--- config.mk ---
export PLATFORM = sky130hd
export DESIGN_NAME = sctm_timer
export DESIGN_NICKNAME = d
export VERILOG_FILES = /design/src/sctm_pkg.sv /design/src/sctm_prescaler.sv /design/src/sctm_timer.sv
export SDC_FILE = /design/constraint.sdc
export NUM_CORES = 1
export LEC_CHECK = 0
export BUFFER_PORTS_ARGS = -buffer_cell sky130_fd_sc_hd__buf_2
export CAP_MARGIN = 20
export CORE_MARGIN = 3
export CORE_UTILIZATION = 53
export DETAILED_ROUTE_END_ITERATION = 8
export PLACE_DENSITY = 0.83
export SETUP_SLACK_MARGIN = 0.3
export SLEW_MARGIN = 20
export SYNTH_ARGS = -nofsm -noshare
export SYNTH_HDL_FRONTEND = slang
export SYNTH_SLANG_ARGS = --single-unit
--- constraint.sdc ---
create_clock -name pclk -period 1.95 [get_ports pclk]
set_clock_uncertainty 0.05 [all_clocks]
set_input_delay 0.2925 -clock pclk [delete_from_list [all_inputs] [get_ports pclk]]
set_output_delay 0.2925 -clock pclk [all_outputs]
set_load 0.03 [all_outputs]
--- src/sctm_pkg.sv ---
// Package of the slow clock real-time timer: register map, field layout,
// reset values and timing counts.
// Assumes a 32-bit APB register bus with byte addresses.
package sctm_pkg;

    localparam int unsigned ADDR_WIDTH = 8;

    // Register byte offsets.
    localparam logic [7:0] OFFSET_MODE   = 8'h00;
    localparam logic [7:0] OFFSET_ALARM  = 8'h04;
    localparam logic [7:0] OFFSET_VALUE  = 8'h08;
    localparam logic [7:0] OFFSET_STATUS = 8'h0c;

    // Field positions in the mode register.
    localparam int unsigned MODE_PRESCALE_LSB    = 0;
    localparam int unsigned MODE_ALARM_IEN_BIT   = 16;
    localparam int unsigned MODE_INCR_IEN_BIT    = 17;
    localparam int unsigned MODE_RESTART_BIT     = 18;
    localparam int unsigned MODE_DISABLE_BIT     = 20;
    localparam int unsigned MODE_SECOND_TICK_BIT = 24;

    // Field positions in the status register.
    localparam int unsigned STATUS_ALARM_BIT = 0;
    localparam int unsigned STATUS_INCR_BIT  = 1;

    // Reset values.
    localparam logic [15:0] PRESCALE_RESET = 16'h8000;
    localparam logic [31:0] ALARM_RESET    = 32'hffff_ffff;
    localparam logic [31:0] COUNT_RESET    = 32'h0000_0000;

    // Slow clock edges between a status read and a new interrupt.
    localparam logic [1:0] IRQ_READ_DELAY = 2'h2;

    typedef struct packed {
        logic        second_tick_select;
        logic        timer_disable;
        logic        increment_irq_enable;
        logic        alarm_irq_enable;
        logic [15:0] prescale_value;
    } sctm_mode_type;

    typedef struct packed {
        logic increment_flag;
        logic alarm_flag;
    } sctm_status_type;

endpackage : sctm_pkg

--- src/sctm_prescaler.sv ---
// Programmable 16-bit divider of the slow clock edge stream.
// Assumes slow_edge is a one-cycle pulse already in the pclk domain.
`timescale 1ns/10ps
module sctm_prescaler
    import sctm_pkg::*;
(
    input  wire logic        pclk,
    input  wire logic        presetn,
    input  wire logic        slow_edge,
    input  wire logic        enable,
    input  wire logic        restart,
    input  wire logic [15:0] prescale_value,
    output logic             roll_over
);

    logic [15:0] count;
    logic [15:0] next_count;
    logic        next_roll_over;

    // A value of zero divides by 65536, the full 16-bit span.
    always_comb begin
        next_count     = count;
        next_roll_over = 1'b0;
        if (restart) begin
            next_count = prescale_value;
        end else if (enable && slow_edge) begin
            if (count == 16'h0001) begin
                next_count     = prescale_value;
                next_roll_over = 1'b1;
            end else begin
                next_count = count - 16'h0001;
            end
        end
    end

    always_ff @(posedge pclk or negedge presetn) begin
        if (!presetn) begin
            count     <= PRESCALE_RESET;
            roll_over <= 1'b0;
        end else begin
            count     <= next_count;
            roll_over <= next_roll_over;
        end
    end

endmodule : sctm_prescaler

--- src/sctm_timer.sv ---
// Slow clock real-time timer with an APB register slave.
// Assumes slow_clock and second_tick come from other clock domains and are
// much slower than pclk; both are resynchronised here.
//
// Local design decisions: the address map and the APB interface to the registers.
`timescale 1ns/10ps
// Operation
// - Sixteen-bit prescaler divides the slow clock
// - Prescale value resets to 0x8000
// - Thirty-two-bit up counter wraps to zero
// - Every prescaler roll-over sets increment flag
// - Second tick select counts calendar ticks
// - Otherwise roll-over increments the counter
// - Interrupt returns two slow cycles after read
// - Count matching alarm sets alarm flag
// - Alarm register resets to all ones
// - Alarm flag always drives alarm output
// - Status read clears both flags
// - Restart reloads divider and clears counter
// - Disable bit stops divider, counter and alarm match
module sctm_timer
    import sctm_pkg::*;
(
    input  wire logic                  pclk,
    input  wire logic                  presetn,
    input  wire logic                  psel,
    input  wire logic                  penable,
    input  wire logic                  pwrite,
    input  wire logic [ADDR_WIDTH-1:0] paddr,
    input  wire logic [31:0]           pwdata,
    input  wire logic [3:0]            pstrb,
    output logic      [31:0]           prdata,
    output logic                       pready,
    output logic                       pslverr,
    input  wire logic                  slow_clock,
    input  wire logic                  second_tick,
    output logic                       timer_irq,
    output logic                       timer_alarm
);

    sctm_mode_type   mode;
    sctm_mode_type   next_mode;
    sctm_status_type status;
    sctm_status_type next_status;
    logic [31:0]     alarm_value;
    logic [31:0]     next_alarm_value;
    logic [31:0]     current_count;
    logic [31:0]     next_current_count;
    logic            restart;
    logic            next_restart;
    logic            match_prev;
    logic            next_match_prev;
    logic [1:0]      irq_hold;
    logic [1:0]      next_irq_hold;
    logic            next_timer_irq;
    logic            next_timer_alarm;
    logic [31:0]     next_prdata;
    logic            next_pready;
    logic            next_pslverr;

    // Synchronisers and edge detectors for the two outside clocks.
    logic [2:0] slow_sync;
    logic [2:0] tick_sync;
    logic       slow_edge;
    logic       tick_edge;
    logic       roll_over;

    always_ff @(posedge pclk or negedge presetn) begin
        if (!presetn) begin
            slow_sync <= 3'h0;
            tick_sync <= 3'h0;
        end else begin
            slow_sync <= {slow_sync[1:0], slow_clock};
            tick_sync <= {tick_sync[1:0], second_tick};
        end
    end

    // Only the second and third stages feed the edge detectors, so a
    // first stage that goes metastable never reaches the counters.
    assign slow_edge = slow_sync[1] & ~slow_sync[2];
    assign tick_edge = tick_sync[1] & ~tick_sync[2];

    // Holding the divider while disabled stops its count and roll-overs;
    // the synchronisers and the interrupt hold-off keep running.
    sctm_prescaler u_prescaler (
        .pclk           (pclk),
        .presetn        (presetn),
        .slow_edge      (slow_edge),
        .enable         (!mode.timer_disable),
        .restart        (restart),
        .prescale_value (mode.prescale_value),
        .roll_over      (roll_over)
    );

    // Bus decode.
    logic access;
    logic wr_access;
    logic rd_access;
    logic addr_valid;
    logic status_read;

    assign access      = psel && penable && pready;
    assign wr_access   = access && pwrite;
    assign rd_access   = access && !pwrite;
    assign addr_valid  = (paddr == OFFSET_MODE) || (paddr == OFFSET_ALARM) ||
                         (paddr == OFFSET_VALUE) ||
                         (paddr == OFFSET_STATUS);
    assign status_read = rd_access && (paddr == OFFSET_STATUS);

    // Writes to the mode and alarm registers, with byte strobes.
    // The mode word is rebuilt from its fields, so the restart bit,
    // which is never stored, always reads back as zero.
    logic [31:0] mode_word;
    logic [31:0] mode_written;
    logic [31:0] alarm_written;

    always_comb begin
        mode_word = 32'h0;
        mode_word[MODE_PRESCALE_LSB +: 16]  = mode.prescale_value;
        mode_word[MODE_ALARM_IEN_BIT]       = mode.alarm_irq_enable;
        mode_word[MODE_INCR_IEN_BIT]        = mode.increment_irq_enable;
        mode_word[MODE_DISABLE_BIT]         = mode.timer_disable;
        mode_word[MODE_SECOND_TICK_BIT]     = mode.second_tick_select;
        for (int i = 0; i < 4; i++) begin
            mode_written[8*i +: 8]  = pstrb[i] ? pwdata[8*i +: 8]
                                               : mode_word[8*i +: 8];
            alarm_written[8*i +: 8] = pstrb[i] ? pwdata[8*i +: 8]
                                               : alarm_value[8*i +: 8];
        end
    end

    // Register file next values.
    always_comb begin
        next_mode        = mode;
        next_alarm_value = alarm_value;
        next_restart     = 1'b0;
        if (wr_access && (paddr == OFFSET_MODE)) begin
            next_mode.prescale_value =
                mode_written[MODE_PRESCALE_LSB +: 16];
            next_mode.alarm_irq_enable     = mode_written[MODE_ALARM_IEN_BIT];
            next_mode.increment_irq_enable = mode_written[MODE_INCR_IEN_BIT];
            next_mode.timer_disable        = mode_written[MODE_DISABLE_BIT];
            next_mode.second_tick_select   =
                mode_written[MODE_SECOND_TICK_BIT];
            // Restart lives for one cycle only, as a pulse to the divider
            // and the counter.
            next_restart = pstrb[MODE_RESTART_BIT / 8] &&
                           pwdata[MODE_RESTART_BIT];
        end
        // The count register is read-only; writes to it are dropped.
        if (wr_access && (paddr == OFFSET_ALARM)) begin
            next_alarm_value = alarm_written;
        end
    end

    // Counter and alarm compare. Only the first cycle of equality counts
    // as a match, so a flag cleared while the count still equals the
    // alarm value stays clear.
    logic count_step;
    logic match_now;

    always_comb begin
        if (mode.second_tick_select) begin
            count_step = tick_edge;
        end else begin
            count_step = roll_over;
        end
        next_current_count = current_count;
        if (restart) begin
            next_current_count = COUNT_RESET;
        end else if (!mode.timer_disable && count_step) begin
            next_current_count = current_count + 32'h1;
        end

        match_now       = (current_count == alarm_value);
        next_match_prev = match_now;
    end

    // Sticky flags: a read or a written one clears them, an event sets
    // them, and the event wins when both fall in one cycle.
    always_comb begin
        next_status = status;
        if (status_read) begin
            next_status = '0;
        end else if (wr_access && (paddr == OFFSET_STATUS)) begin
            if (pstrb[0] && pwdata[STATUS_ALARM_BIT]) begin
                next_status.alarm_flag = 1'b0;
            end
            if (pstrb[0] && pwdata[STATUS_INCR_BIT]) begin
                next_status.increment_flag = 1'b0;
            end
        end
        // Events win over a clear in the same cycle.
        if (roll_over) begin
            next_status.increment_flag = 1'b1;
        end
        // A disabled timer raises no alarm even if the frozen count
        // equals a newly written alarm value.
        if (match_now && !match_prev && !mode.timer_disable) begin
            next_status.alarm_flag = 1'b1;
        end
    end

    // Interrupt hold-off: after a status read the interrupt stays low
    // until two slow clock edges have passed, which gives a handler time
    // to return before a pending event re-enters it.
    always_comb begin
        next_irq_hold = irq_hold;
        if (status_read) begin
            next_irq_hold = IRQ_READ_DELAY;
        end else if (slow_edge && (irq_hold != 2'h0)) begin
            next_irq_hold = irq_hold - 2'h1;
        end

        next_timer_irq = (next_irq_hold == 2'h0) &&
            ((next_status.alarm_flag && mode.alarm_irq_enable) ||
             (next_status.increment_flag &&
              mode.increment_irq_enable));
        next_timer_alarm = next_status.alarm_flag;
    end

    // APB answer: one wait-free access phase, data registered. An
    // unmapped address answers with an error and changes nothing.
    always_comb begin
        next_pready  = psel && !penable;
        next_pslverr = psel && !penable && !addr_valid;
        next_prdata  = 32'h0;
        if (psel && !penable && !pwrite) begin
            unique case (paddr)
                OFFSET_MODE:   next_prdata = mode_word;
                OFFSET_ALARM:  next_prdata = alarm_value;
                OFFSET_VALUE:  next_prdata = current_count;
                OFFSET_STATUS: begin
                    next_prdata[STATUS_ALARM_BIT] = status.alarm_flag;
                    next_prdata[STATUS_INCR_BIT]  = status.increment_flag;
                end
                default:       next_prdata = 32'h0;
            endcase
        end
    end

    // Register file.
    always_ff @(posedge pclk or negedge presetn) begin
        if (!presetn) begin
            mode.prescale_value       <= PRESCALE_RESET;
            mode.alarm_irq_enable     <= 1'b0;
            mode.increment_irq_enable <= 1'b0;
            mode.timer_disable        <= 1'b0;
            mode.second_tick_select   <= 1'b0;
            alarm_value               <= ALARM_RESET;
            restart                   <= 1'b0;
        end else begin
            mode        <= next_mode;
            alarm_value <= next_alarm_value;
            restart     <= next_restart;
        end
    end

    // Counter and its alarm compare history.
    always_ff @(posedge pclk or negedge presetn) begin
        if (!presetn) begin
            current_count <= COUNT_RESET;
            match_prev    <= 1'b0;
        end else begin
            current_count <= next_current_count;
            match_prev    <= next_match_prev;
        end
    end

    // Sticky status flags.
    always_ff @(posedge pclk or negedge presetn) begin
        if (!presetn) begin
            status <= '0;
        end else begin
            status <= next_status;
        end
    end

    // Interrupt hold-off and the two event outputs.
    always_ff @(posedge pclk or negedge presetn) begin
        if (!presetn) begin
            irq_hold    <= 2'h0;
            timer_irq   <= 1'b0;
            timer_alarm <= 1'b0;
        end else begin
            irq_hold    <= next_irq_hold;
            timer_irq   <= next_timer_irq;
            timer_alarm <= next_timer_alarm;
        end
    end

    // Bus answer.
    always_ff @(posedge pclk or negedge presetn) begin
        if (!presetn) begin
            prdata  <= 32'h0;
            pready  <= 1'b0;
            pslverr <= 1'b0;
        end else begin
            prdata  <= next_prdata;
            pready  <= next_pready;
            pslverr <= next_pslverr;
        end
    end

endmodule : sctm_timer

==> results of run 1 <==
flip-flops by register name, summed over array words and instances (netlist names):
signal / count
alarm_value: 32
current_count: 32
prdata: 32
mode: 20
u_prescaler.count: 16
slow_sync: 3
tick_sync: 3
irq_hold: 2
match_prev: 1
pready: 1
pslverr: 1
restart: 1
status: 1
timer_alarm: 1
timer_irq: 1
u_prescaler.roll_over: 1
through the flow:
| step | instances | utilization [%] | TNS [ns] | setup WS (ns) | instance area, um^2 |
|---|---|---|---|---|---|
| detailed placement | 945 | 65.3 | -9.33 | -0.207 | 8410 |
| finish | 1009 | 78.2 | -5.88 | -0.262 | 10100 |
| CTS | 990 | 75.0 | -1.13 | -0.140 | 9660 |
| global placement | 945 | 65.3 | -3.05 | -0.170 | 8410 |
| floorplan | 643 | - | -1.42 | -0.165 | 7330 |
| global route | 1009 | 78.2 | -8.10 | -0.338 | 10100 |
metal layers:
metal	share of wire, %	wire length (um)	up-vias	track usage (%)
met3	11	2940	182	6.64
li1	-	-	2648	-
met4	5.9	1550	0	15.5
met2	47	12500	638	51.5
met5	0	0	-	0
met1	36	9460	3269	41.4
final timing paths:
path | to | slack [ns]
max | u_prescaler.count[5]$_DFFE_PN0P_ | -0.26
min | alarm_value[21]$_DFFE_PN1P_ | 0.04
max reg2reg | u_prescaler.count[5]$_DFFE_PN0P_ | -0.26
min reg2reg | slow_sync[1]$_DFF_PN0_ | 0.31
max in group asynchronous | alarm_value[13]$_DFFE_PN1P_ | 0.73
min in group asynchronous | current_count[30]$_DFFE_PN0P_ | 0.32
report_power, final:
| part | switching, uW | internal (uW) |
|---|---|---|
| Sequential | 128 | 3200 |
| Combinational | 613 | 544 |
| Clock | 1310 | 2170 |
synthesized netlist by cell type, types with 13 or more instances:
master / number / share of area (%)
sky130_fd_sc_hd__dfrtp_1: 114 / 40
sky130_fd_sc_hd__nor2_1: 88 / 4.6
sky130_fd_sc_hd__xnor2_1: 36 / 4.4
sky130_fd_sc_hd__dfstp_2: 34 / 13
sky130_fd_sc_hd__mux2_2: 32 / 5.1
sky130_fd_sc_hd__a21oi_1: 28 / 2.0
sky130_fd_sc_hd__nand4_1: 25 / 2.2
sky130_fd_sc_hd__nand2_1: 24 / 1.3
sky130_fd_sc_hd__xor2_1: 23 / 2.8
sky130_fd_sc_hd__clkbuf_1: 21 / 1.1
sky130_fd_sc_hd__mux2i_1: 21 / 3.0
sky130_fd_sc_hd__mux2_1: 20 / 3.2
sky130_fd_sc_hd__nand3_1: 15 / 1.1
sky130_fd_sc_hd__a22oi_1: 14 / 1.5
sky130_fd_sc_hd__o21ai_0: 14 / 0.99
sky130_fd_sc_hd__and3_1: 13 / 1.1
what timing repair did:
action | CTS | global route
endpoints found under the hold margin | 38 | 0
gates resized for setup | 112 | 52
pin swaps | 36 | 38
setup buffers | 10 | 19
hold buffers | 3 | 0
cloned | 1 | 0
setup endpoints to repair | 97 | 102
worst reg2reg max path: stages (launching register included):
cell and delay (ns):
sky130_fd_sc_hd__dfrtp_1 0.40, sky130_fd_sc_hd__inv_1 0.12, sky130_fd_sc_hd__ha_1 0.17, sky130_fd_sc_hd__nor4b_2 0.31, sky130_fd_sc_hd__nand3_2 0.19, sky130_fd_sc_hd__o21ai_4 0.32, sky130_fd_sc_hd__o21ai_1 0.13, sky130_fd_sc_hd__a221o_1 0.40
kinds of logic (layout without fill, tap and decap cells):
logic type	Yosys count	in the layout
flip-flops	148	148
XOR/XNOR	59	59
buffers and inverters	42	236
adder cells (fa/ha/maj)	4	4
AND/OR/NAND/NOR	225	225
AO/OA/AOI/OAI	90	90
multiplexers	75	75
area by class of cell:
type / count / area (um^2) / share of cell area, %
Timing Repair Buffer: 194 / 1370 / 13.6
Clock inverter: 9 / 154 / 1.53
Inverter: 11 / 43.8 / 0.435
Multi-Input combinational cell: 453 / 4070 / 40.5
Sequential cell: 148 / 3750 / 37.3
Tap cell: 172 / 215 / 2.14
Clock buffer: 22 / 454 / 4.51
==> metrics.txt, run 1 <==
status=finished with violations; violations in the final reports=setup timing; DRT antenna net count=0; Post-Synth XOR/XNOR Area=7.27%; Fin. Hold Viols=0; Synth Area in Simple Gates=approximately 17%; Setup Viol. Count Final=42; class of the most critical setup path=register to register; number of antenna violations at the first check in global routing=0; transition time at the pin with the least slew margin=0.716 ns; worst hold path type=input port to register; worst path buffer plus inverter count=1; hold path startpoint=pwdata[21]; most common cell after layout, fill and taps aside=sky130_fd_sc_hd__dfrtp_1; routed wire length=about 26000 um; Initial Util=between 50% and 60%; data arrival time of the critical path=2.46 ns; RSZ-0062 raised after global routing=true; first-pass GRT wire length=around 36000 um; mean routed wirelength per cell=about 26 um; worst-path cell chain=inv_1 -> ha_1 -> nor4b_2 -> nand3_2 -> o21ai_4 -> o21ai_1 -> a221o_1; number of fill cells in the layout=689; final critical path time including I/O delays and setup=roughly 2.2 ns; maximum fanout encountered on the critical timing path=6; total power=around 8000 uW; master of the slowest instance on the critical path=sky130_fd_sc_hd__dfrtp_1; # Max-Cap Violations=0; Critical Path Source Type=register; family with the most delay on the worst path=compound AO/OA/AOI/OAI gates; post-CTS clock slew at the launch and capture registers of the worst setup and hold paths=about 0.060 ns; Placeable Area=approximately 13000 um^2; top library cells by usage in the layout, fill and taps aside=sky130_fd_sc_hd__dfrtp_1, sky130_fd_sc_hd__nor2_1, sky130_fd_sc_hd__buf_2, sky130_fd_sc_hd__buf_4, sky130_fd_sc_hd__mux2_4; warnings from Yosys=0; Skew-Pair Late Insertion Delay=~0.43 ns; cell depth of the worst min-delay path=2; via count of the first global-routing pass=approximately 6.5k; Max Root-Sink Buffers=2; clock root buffer=sky130_fd_sc_hd__clkbuf_16; Post-Syn Area=about 7100 um^2; number of stages on the worst setup path=7; startpoint of the worst setup timing path=u_prescaler.count[1]$_DFFE_PN0P_; CTS Buf Count=17; number of cells traversed by the worst register-to-register path=7; number of port buffers=86; number of flops mapped to enable cells by yosys=0; post-synthesis sequential area ratio=52.7%; overflow left after global routing=0; antenna diode instance count=0; CTS tree=yes; unique cell type count in the Yosys netlist=64; largest net degree at the start of global routing=50; half-perimeter wire length after placement=13800 um; share of layout cells above drive strength 1=about 50%; dominant combinational cell family by area after synthesis=simple AND/OR/NAND/NOR gates; top_reg_cell synth=sky130_fd_sc_hd__dfrtp_1; number of top-level pins=87; final worst path period share=113%; Vias=about 6.7k; horizontal die dimension=between 100 and 150 um; number of H-tree branching levels=4; worst slew slack as a fraction of its limit=between 50% and 60%; Pleak=0.00463 uW; Crit. End Element=register; chip height=~120 um; launch point of the worst reg-to-reg path=u_prescaler.count[1]$_DFFE_PN0P_; fraction of synthesized area in multiplexers=11.8%; first-iteration detailed-routing DRC count=1129; register bit total from synthesis=approximately 150; number of clock sinks=around 150; average instance area after synthesis=11.1 um^2; worst setup margin=-0.262 ns; synthesized-area fraction occupied by adder cells=0.704%; CP Data Required Time=about 2.2 ns; area delta synth->final=41.6%; weighted congestion at the end of routability-driven global placement=0.922; smallest hold slack=roughly 0.043 ns; total die area=roughly 15000 um^2; achievable frequency=approximately 450 MHz; pins over their slew limit=0; proportion of synthesized flip-flops having asynchronous set or reset=100%; worst vdd rail ir drop=0.501 mV; number of DRC violations after detailed routing=0; syn_nets=approximately 700; compound-gate portion of the synthesized area=between 8 and 9%; 1st-pass router iterations=6; number of instances in the synthesized netlist=approximately 640; combined global-route utilization of all metal layers=31.9%; Vias per Instance=between 6 and 7; final net count=between 800 and 900; Worst path max stage delay=0.40 ns; number of standard-cell rows in the floorplan=between 40 and 50; PD cells=slightly below 800 nW/um^2
(Power assumes the default switching activity.)
==> run 2, diff against run 1 <==
--- a/config.mk
+++ b/config.mk
@@ -10,8 +10,7 @@
 export CORE_MARGIN = 3
 export CORE_UTILIZATION = 53
 export DETAILED_ROUTE_END_ITERATION = 8
-export PLACE_DENSITY = 0.83
-export SETUP_SLACK_MARGIN = 0.3
+export PLACE_DENSITY = 0.77
 export SLEW_MARGIN = 20
 export SYNTH_ARGS = -nofsm -noshare
 export SYNTH_HDL_FRONTEND = slang
==> constraint.sdc (replaced) <==
create_clock -name pclk -period 1.95 [get_ports pclk]
set_clock_uncertainty 0.05 [all_clocks]
set_input_delay 0.2925 -clock pclk [delete_from_list [all_inputs] [get_ports pclk]]
set_output_delay 0.2925 -clock pclk [all_outputs]
set_load 0.1 [all_outputs]
==> metrics.txt, run 2 (same netlist as run 1, synthesis figures left out) <==
post-placement cell count=956 (+1.2%); setup slack on the worst flop-to-flop path=-0.18 ns (+0.08 ns); total die area=14800 um^2 (unchanged); routed wire length=19900 um (-25%); violations in the final reports=setup timing; first-iteration detailed-routing DRC count=524 (-54%); PD cells=815 nW/um^2 (+3.1%); area delta synth->final=32.9%; first-pass GRT wire length=31200 um (-13%); number of port buffers=86 (unchanged); hold path startpoint=pwdata[22]; Placeable Area=12900 um^2 (unchanged); CTS Buf Count=17 (unchanged); Worst path max stage delay=0.55 ns (+0.15 ns); Hold Path Sink=alarm_value[22]$_DFFE_PN1P_; number of antenna violations at the first check in global routing=0 (unchanged); Fin. Hold Viols=0 (unchanged); number of cells traversed by the worst register-to-register path=4 (-3); combined global-route utilization of all metal layers=27.4% (-4.5 points); Crit. End Element=register; worst-path cell chain=or4_4 -> or4_4 -> a21o_1 -> a221o_1; Setup Viol. Count Final=21 (-50%); top flop regs=alarm_value: 32 flops, current_count: 32 flops, prdata: 32 flops; transition time at the pin with the least slew margin=1.05 ns (+0.330 ns); Skew-Pair Late Insertion Delay=0.43 ns (about the same); pins over their slew limit=0 (unchanged); Vias=5858 (-13%); worst slew slack as a fraction of its limit=30.2% (-22 points); worst setup margin=-0.179 ns (+0.0830 ns); cell depth of the worst min-delay path=2 (unchanged); 1st-pass router iterations=5 (-1); achievable frequency=470 MHz (+3.9%); RSZ-0062 raised after global routing=true; status=finished with violations; overflow left after global routing=0 (unchanged); most common cell type on the critical path=sky130_fd_sc_hd__or4_4; final worst path period share=109% (-4.3 points); clock root buffer=sky130_fd_sc_hd__clkbuf_16; number of clock sinks=148 (unchanged); Max Root-Sink Buffers=2 (unchanged); number of standard-cell rows in the floorplan=41 (unchanged); number of H-tree branching levels=4 (unchanged); number of DRC violations after detailed routing=0 (unchanged); post-CTS clock slew at the launch and capture registers of the worst setup and hold paths=0.06 ns (about the same); worst r2r dst=u_prescaler.count[7]$_DFFE_PN0P_; final net count=875 (-0.57%); antenna diode instance count=0 (unchanged); post-route non-filler standard cell count=1005 (-0.40%); setup tns final=-2.12 ns (+3.76 ns); mean routed wirelength per cell=19.8 um (-25%); most common cell after layout, fill and taps aside=sky130_fd_sc_hd__dfrtp_1; class of the most critical setup path=register to register; CTS tree=yes; # Max-Cap Violations=0 (unchanged); largest net degree at the start of global routing=68 (+36%); via count of the first global-routing pass=6225 (-4.6%); top library cells by usage in the layout, fill and taps aside=sky130_fd_sc_hd__dfrtp_1, sky130_fd_sc_hd__nor2_1, sky130_fd_sc_hd__buf_2, sky130_fd_sc_hd__buf_4, sky130_fd_sc_hd__dfstp_2; launch point of the worst reg-to-reg path=u_prescaler.count[0]$_DFFE_PN0P_; half-perimeter wire length after placement=13300 um (-3.7%); Vias per Instance=5.83 (-13%); Initial Util=55.2% (unchanged); CP Data Required Time=2.22 ns (+0.02 ns); data arrival time of the critical path=2.39 ns (-0.07 ns); family with the most delay on the worst path=simple AND/OR/NAND/NOR gates; weighted congestion at the end of routability-driven global placement=0.875 (-5.1%); number of top-level pins=87 (unchanged); worst vdd rail ir drop=0.668 mV (+33%); Critical Path Source Type=register; worst path buffer plus inverter count=0 (-1); Pleak=0.00434 uW (-6.2%); horizontal die dimension=122 um (unchanged); chip height=122 um (unchanged); final critical path time including I/O delays and setup=2.13 ns (-0.0830 ns); DRT antenna net count=0 (unchanged); master of the slowest instance on the critical path=sky130_fd_sc_hd__or4_4; share of layout cells above drive strength 1=42.3% (-6.6 points); worst hold path type=input port to register; maximum fanout encountered on the critical timing path=4 (-2)
run 2: cell count changes in the layout (fill, tap and decap cells not counted), sizes merged:
cell / previous run / this run
clkbuf: 22 / 20
inv: 12 / 11
bufinv: 4 / 3
buf: 191 / 186
clkinvlp: 2 / 7
run 2: worst max-delay path by stage:
stage                                      from                                end  slack (ns)  depth (start not counted)
6_report       u_prescaler.count[0]$_DFFE_PN0P_   u_prescaler.count[7]$_DFFE_PN0P_       -0.18                          4
5_1_grt        u_prescaler.count[3]$_DFFE_PN0P_  u_prescaler.count[15]$_DFFE_PN1P_       -0.26                          5
4_1_cts        u_prescaler.count[0]$_DFFE_PN0P_   u_prescaler.count[7]$_DFFE_PN0P_       -0.18                          4
3_5_place_dp   u_prescaler.count[9]$_DFFE_PN0P_   u_prescaler.count[5]$_DFFE_PN0P_       -0.31                          5
3_3_place_gp   u_prescaler.count[9]$_DFFE_PN0P_   u_prescaler.count[7]$_DFFE_PN0P_       -0.27                          5
2_1_floorplan  u_prescaler.count[9]$_DFFE_PN0P_  u_prescaler.count[12]$_DFFE_PN0P_       -0.17                          6
run 2: stage by stage:
| stage | hold WS [ns] | utilization, % | power (uW) | setup WS (ns) | area, um^2 |
|---|---|---|---|---|---|
| after detailed placement | 0.0996 | 64.7 | 4210 | -0.312 | 8330 |
| after floorplan | -0.0531 | - | 3760 | -0.165 | 7130 |
| final | 0.0233 | 73.4 | 7700 | -0.179 | 9450 |
| after global placement | 0.0965 | 64.7 | 4170 | -0.266 | 8330 |
| after CTS | 0.00877 | 71.4 | 7620 | -0.176 | 9190 |
| after global routing | 0.0215 | 73.4 | 7980 | -0.263 | 9450 |
run 2: final cells by class:
cell class	count	area (um^2)
Timing Repair Buffer	189	1330
Clock buffer	20	447
Inverter	11	41.3
Tap cell	172	215
Clock inverter	12	156
Multi-Input combinational cell	453	3500
Sequential cell	148	3760
Fill cell	836	3430
run 2: metal layers:
metal	GRT usage, %	vias up	part of all wire, %
li1	-	2645	-
met1	35.3	2930	42
met2	43.8	240	49
met3	6.27	43	5.4
met4	13.7	0	3.2
met5	0	-	0
run 2: power by group:
part	total, uW	internal, uW	switching, uW
sequential	3320	3210	118
combinational	1040	522	513
clock	3340	2040	1300
total	7700	5770	1930
run 2: repair_timing:
action                                 in CTS  in global routing
gates resized for setup                    39                 47
pin swaps                                  23                 23
hold buffers                                3                  0
endpoints found under the hold margin     119                  0
setup endpoints to repair                  21                 31
buffers inserted                            8                  6
==> run 3, diff against run 2 <==
--- a/config.mk
+++ b/config.mk
@@ -10,6 +10,7 @@
 export CORE_MARGIN = 3
 export CORE_UTILIZATION = 53
 export DETAILED_ROUTE_END_ITERATION = 8
+export HOLD_SLACK_MARGIN = 0.06
 export PLACE_DENSITY = 0.77
 export SLEW_MARGIN = 20
 export SYNTH_ARGS = -nofsm -noshare
==> metrics.txt, run 3 (same netlist as run 1, synthesis figures left out) <==
status=finished with violations; violations in the final reports=setup timing; worst-path cell chain=or4_4 -> or4_4 -> a21o_1 -> a221o_1; post-placement cell count=956 (unchanged); # Max-Cap Violations=0 (unchanged); Skew-Pair Late Insertion Delay=0.43 ns (about the same); overflow left after global routing=0 (unchanged); number of antenna violations at the first check in global routing=0 (unchanged); number of fill cells in the layout=784 (-6.2%); family with the most delay on the worst path=simple AND/OR/NAND/NOR gates; number of H-tree branching levels=4 (unchanged); top library cells by usage in the layout, fill and taps aside=sky130_fd_sc_hd__dfrtp_1, sky130_fd_sc_hd__nor2_1, sky130_fd_sc_hd__buf_2, sky130_fd_sc_hd__buf_4, sky130_fd_sc_hd__dfstp_2; transition time at the pin with the least slew margin=1.08 ns (+0.0296 ns); pins over their slew limit=0 (unchanged); total power=7780 uW (+0.95%); Initial Util=55.2% (unchanged); most common cell after layout, fill and taps aside=sky130_fd_sc_hd__dfrtp_1; multi-input combinational cell area=3510 um^2 (+0.14%); Worst path max stage delay=0.55 ns (about the same); largest net degree at the start of global routing=68 (unchanged); clock root buffer=sky130_fd_sc_hd__clkbuf_16; Vias=6051 (+3.3%); master of the slowest instance on the critical path=sky130_fd_sc_hd__or4_4; setup slack on the worst flop-to-flop path=-0.19 ns (about the same); number of top-level pins=87 (unchanged); Storage cell area=3760 um^2 (about the same); Psw=1970 uW (+2.1%); number of port buffers=86 (unchanged); number of DRC violations after detailed routing=0 (unchanged); Crit. End Element=register; first-iteration detailed-routing DRC count=595 (+14%); class of the most critical setup path=register to register; Placeable Area=12900 um^2 (unchanged); final critical path time including I/O delays and setup=2.14 ns (+0.00819 ns); horizontal die dimension=122 um (unchanged); share of power burned in combinational logic=14.0% (+0.6 points); mean routed wirelength per cell=20.2 um (+1.9%); DRT antenna net count=0 (unchanged); 1st-pass router iterations=8 (+3); CTS tree=yes; via count of the first global-routing pass=6304 (+1.3%); proportion of total power due to net switching=25.4% (+0.27 points); part of the total power dissipated in sequential elements=42.8% (-0.4 points); worst slew slack as a fraction of its limit=28.2% (-2.0 points); worst vdd rail ir drop=0.674 mV (+0.93%); Clock Power Share=43.2% (-0.2 points); final net count=900 (+2.9%); post-route non-filler standard cell count=1030 (+2.5%); Critical Path Source Type=register; Setup Viol. Count Final=24 (+14%); first-pass GRT wire length=31800 um (+1.7%); worst path buffer plus inverter count=0 (unchanged); number of clock sinks=148 (unchanged); half-perimeter wire length after placement=13300 um (unchanged); worst hold path type=input port to register; PD cells=802 nW/um^2 (-1.6%); maximum fanout encountered on the critical timing path=4 (unchanged); internal cell power=5800 uW (+0.58%); antenna diode instance count=0 (unchanged); smallest hold slack=0.0725 ns (+0.0492 ns); area delta synth->final=36.5%; number of standard-cell rows in the floorplan=41 (unchanged); CP Data Required Time=2.22 ns (about the same); post-CTS clock slew at the launch and capture registers of the worst setup and hold paths=0.06 ns (about the same); Pleak=0.00445 uW (+2.5%); CTS Buf Count=17 (unchanged); final worst path period share=110% (+0.42 points); total die area=14800 um^2 (unchanged); combined global-route utilization of all metal layers=27.9% (+0.44 points); routed wire length=20800 um (+4.5%); achievable frequency=468 MHz (-0.38%); RSZ-0062 raised after global routing=true; share of layout cells above drive strength 1=41.4% (-0.88 points); most common cell type on the critical path=sky130_fd_sc_hd__or4_4; top flop regs=alarm_value: 32 flops, current_count: 32 flops, prdata: 32 flops; Vias per Instance=5.87 (+0.79%); weighted congestion at the end of routability-driven global placement=0.875 (unchanged); chip height=122 um (unchanged); worst setup margin=-0.187 ns (-0.00819 ns); Max Root-Sink Buffers=2 (unchanged); data arrival time of the critical path=2.41 ns (+0.02 ns); Fin. Hold Viols=0 (unchanged)
## run 3: cell count changes in the layout (fill, tap and decap cells not counted)
cell,before,now
sky130_fd_sc_hd__o21ai_2,2,3
sky130_fd_sc_hd__dfrtp_1,107,108
sky130_fd_sc_hd__dfrtp_2,6,5
sky130_fd_sc_hd__inv_2,0,1
sky130_fd_sc_hd__dlygate4sd3_1,3,26
sky130_fd_sc_hd__nor3b_2,1,2
sky130_fd_sc_hd__o21ai_1,5,4
sky130_fd_sc_hd__nor3b_1,3,2
sky130_fd_sc_hd__buf_4,81,83
sky130_fd_sc_hd__a21oi_1,21,22
sky130_fd_sc_hd__inv_1,11,10
sky130_fd_sc_hd__a21oi_2,7,6
## run 3: area by class of cell
| cell class | instances | area share, % |
|---|---|---|
| clock buffer | 20 | 4.61 |
| clock inverter | 12 | 1.61 |
| inverter | 11 | 0.426 |
| multi-input combinational | 453 | 36.2 |
| sequential | 148 | 38.7 |
| tap | 172 | 2.22 |
| timing repair buffer | 214 | 16.2 |
## run 3: metal layers
metal / GRT usage (%) / vias to the layer above / routed length (um)
met5: 0 / - / 0
li1: - / 2692 / -
met2: 44.4 / 312 / 10200
met3: 5.76 / 62 / 1340
met1: 36.3 / 2985 / 8470
met4: 13.9 / 0 / 784
## run 3: worst paths after layout
| path | start | endpoint | depth (start not counted) |
|---|---|---|---|
| worst min register to register | slow_sync[0]$_DFF_PN0_ | slow_sync[1]$_DFF_PN0_ | 0 |
| worst min-delay path | pwdata[10] | alarm_value[10]$_DFFE_PN1P_ | 2 |
| worst max register to register | u_prescaler.count[0]$_DFFE_PN0P_ | u_prescaler.count[7]$_DFFE_PN0P_ | 4 |
| worst max-delay path | u_prescaler.count[0]$_DFFE_PN0P_ | u_prescaler.count[7]$_DFFE_PN0P_ | 4 |
| min in group asynchronous | presetn | u_prescaler.count[8]$_DFFE_PN0P_ | 2 |
| max in group asynchronous | presetn | alarm_value[26]$_DFFE_PN1P_ | 3 |
## run 3: stage by stage
stage	TNS [ns]	setup slack [ns]	util [%]	instance area, um^2
final	-2.35	-0.187	75.3	9700
after global routing	-4.69	-0.300	75.3	9700
after CTS	-2.30	-0.176	73.2	9420
after detailed placement	-4.38	-0.312	64.7	8330
after global placement	-3.45	-0.266	64.7	8330
after floorplan	-1.14	-0.165	-	7130
## run 3: what timing repair did
action	CTS	global route
setup endpoints to repair	21	31
endpoints found under the hold margin	147	0
hold buffers	26	0
setup buffers	8	8
pin swaps	23	26
resized for setup	39	48
## run 3: power by group through the flow
stage / clock [uW] / combinational [uW] / sequential [uW]
2_1_floorplan: 0 / 384 / 3380
4_1_cts: 3380 / 968 / 3310
5_1_grt: 3500 / 1190 / 3340
3_3_place_gp: 0 / 819 / 3350
3_5_place_dp: 0 / 846 / 3360
6_report: 3360 / 1090 / 3330
## run 3: worst reg2reg max path: cells and delay by family (launching register included)
family / cells / cell delay (ns)
and+or+nand+nor: 2 / 1.04
AOI/OAI and AO/OA: 2 / 0.53
DFF: 1 / 0.40
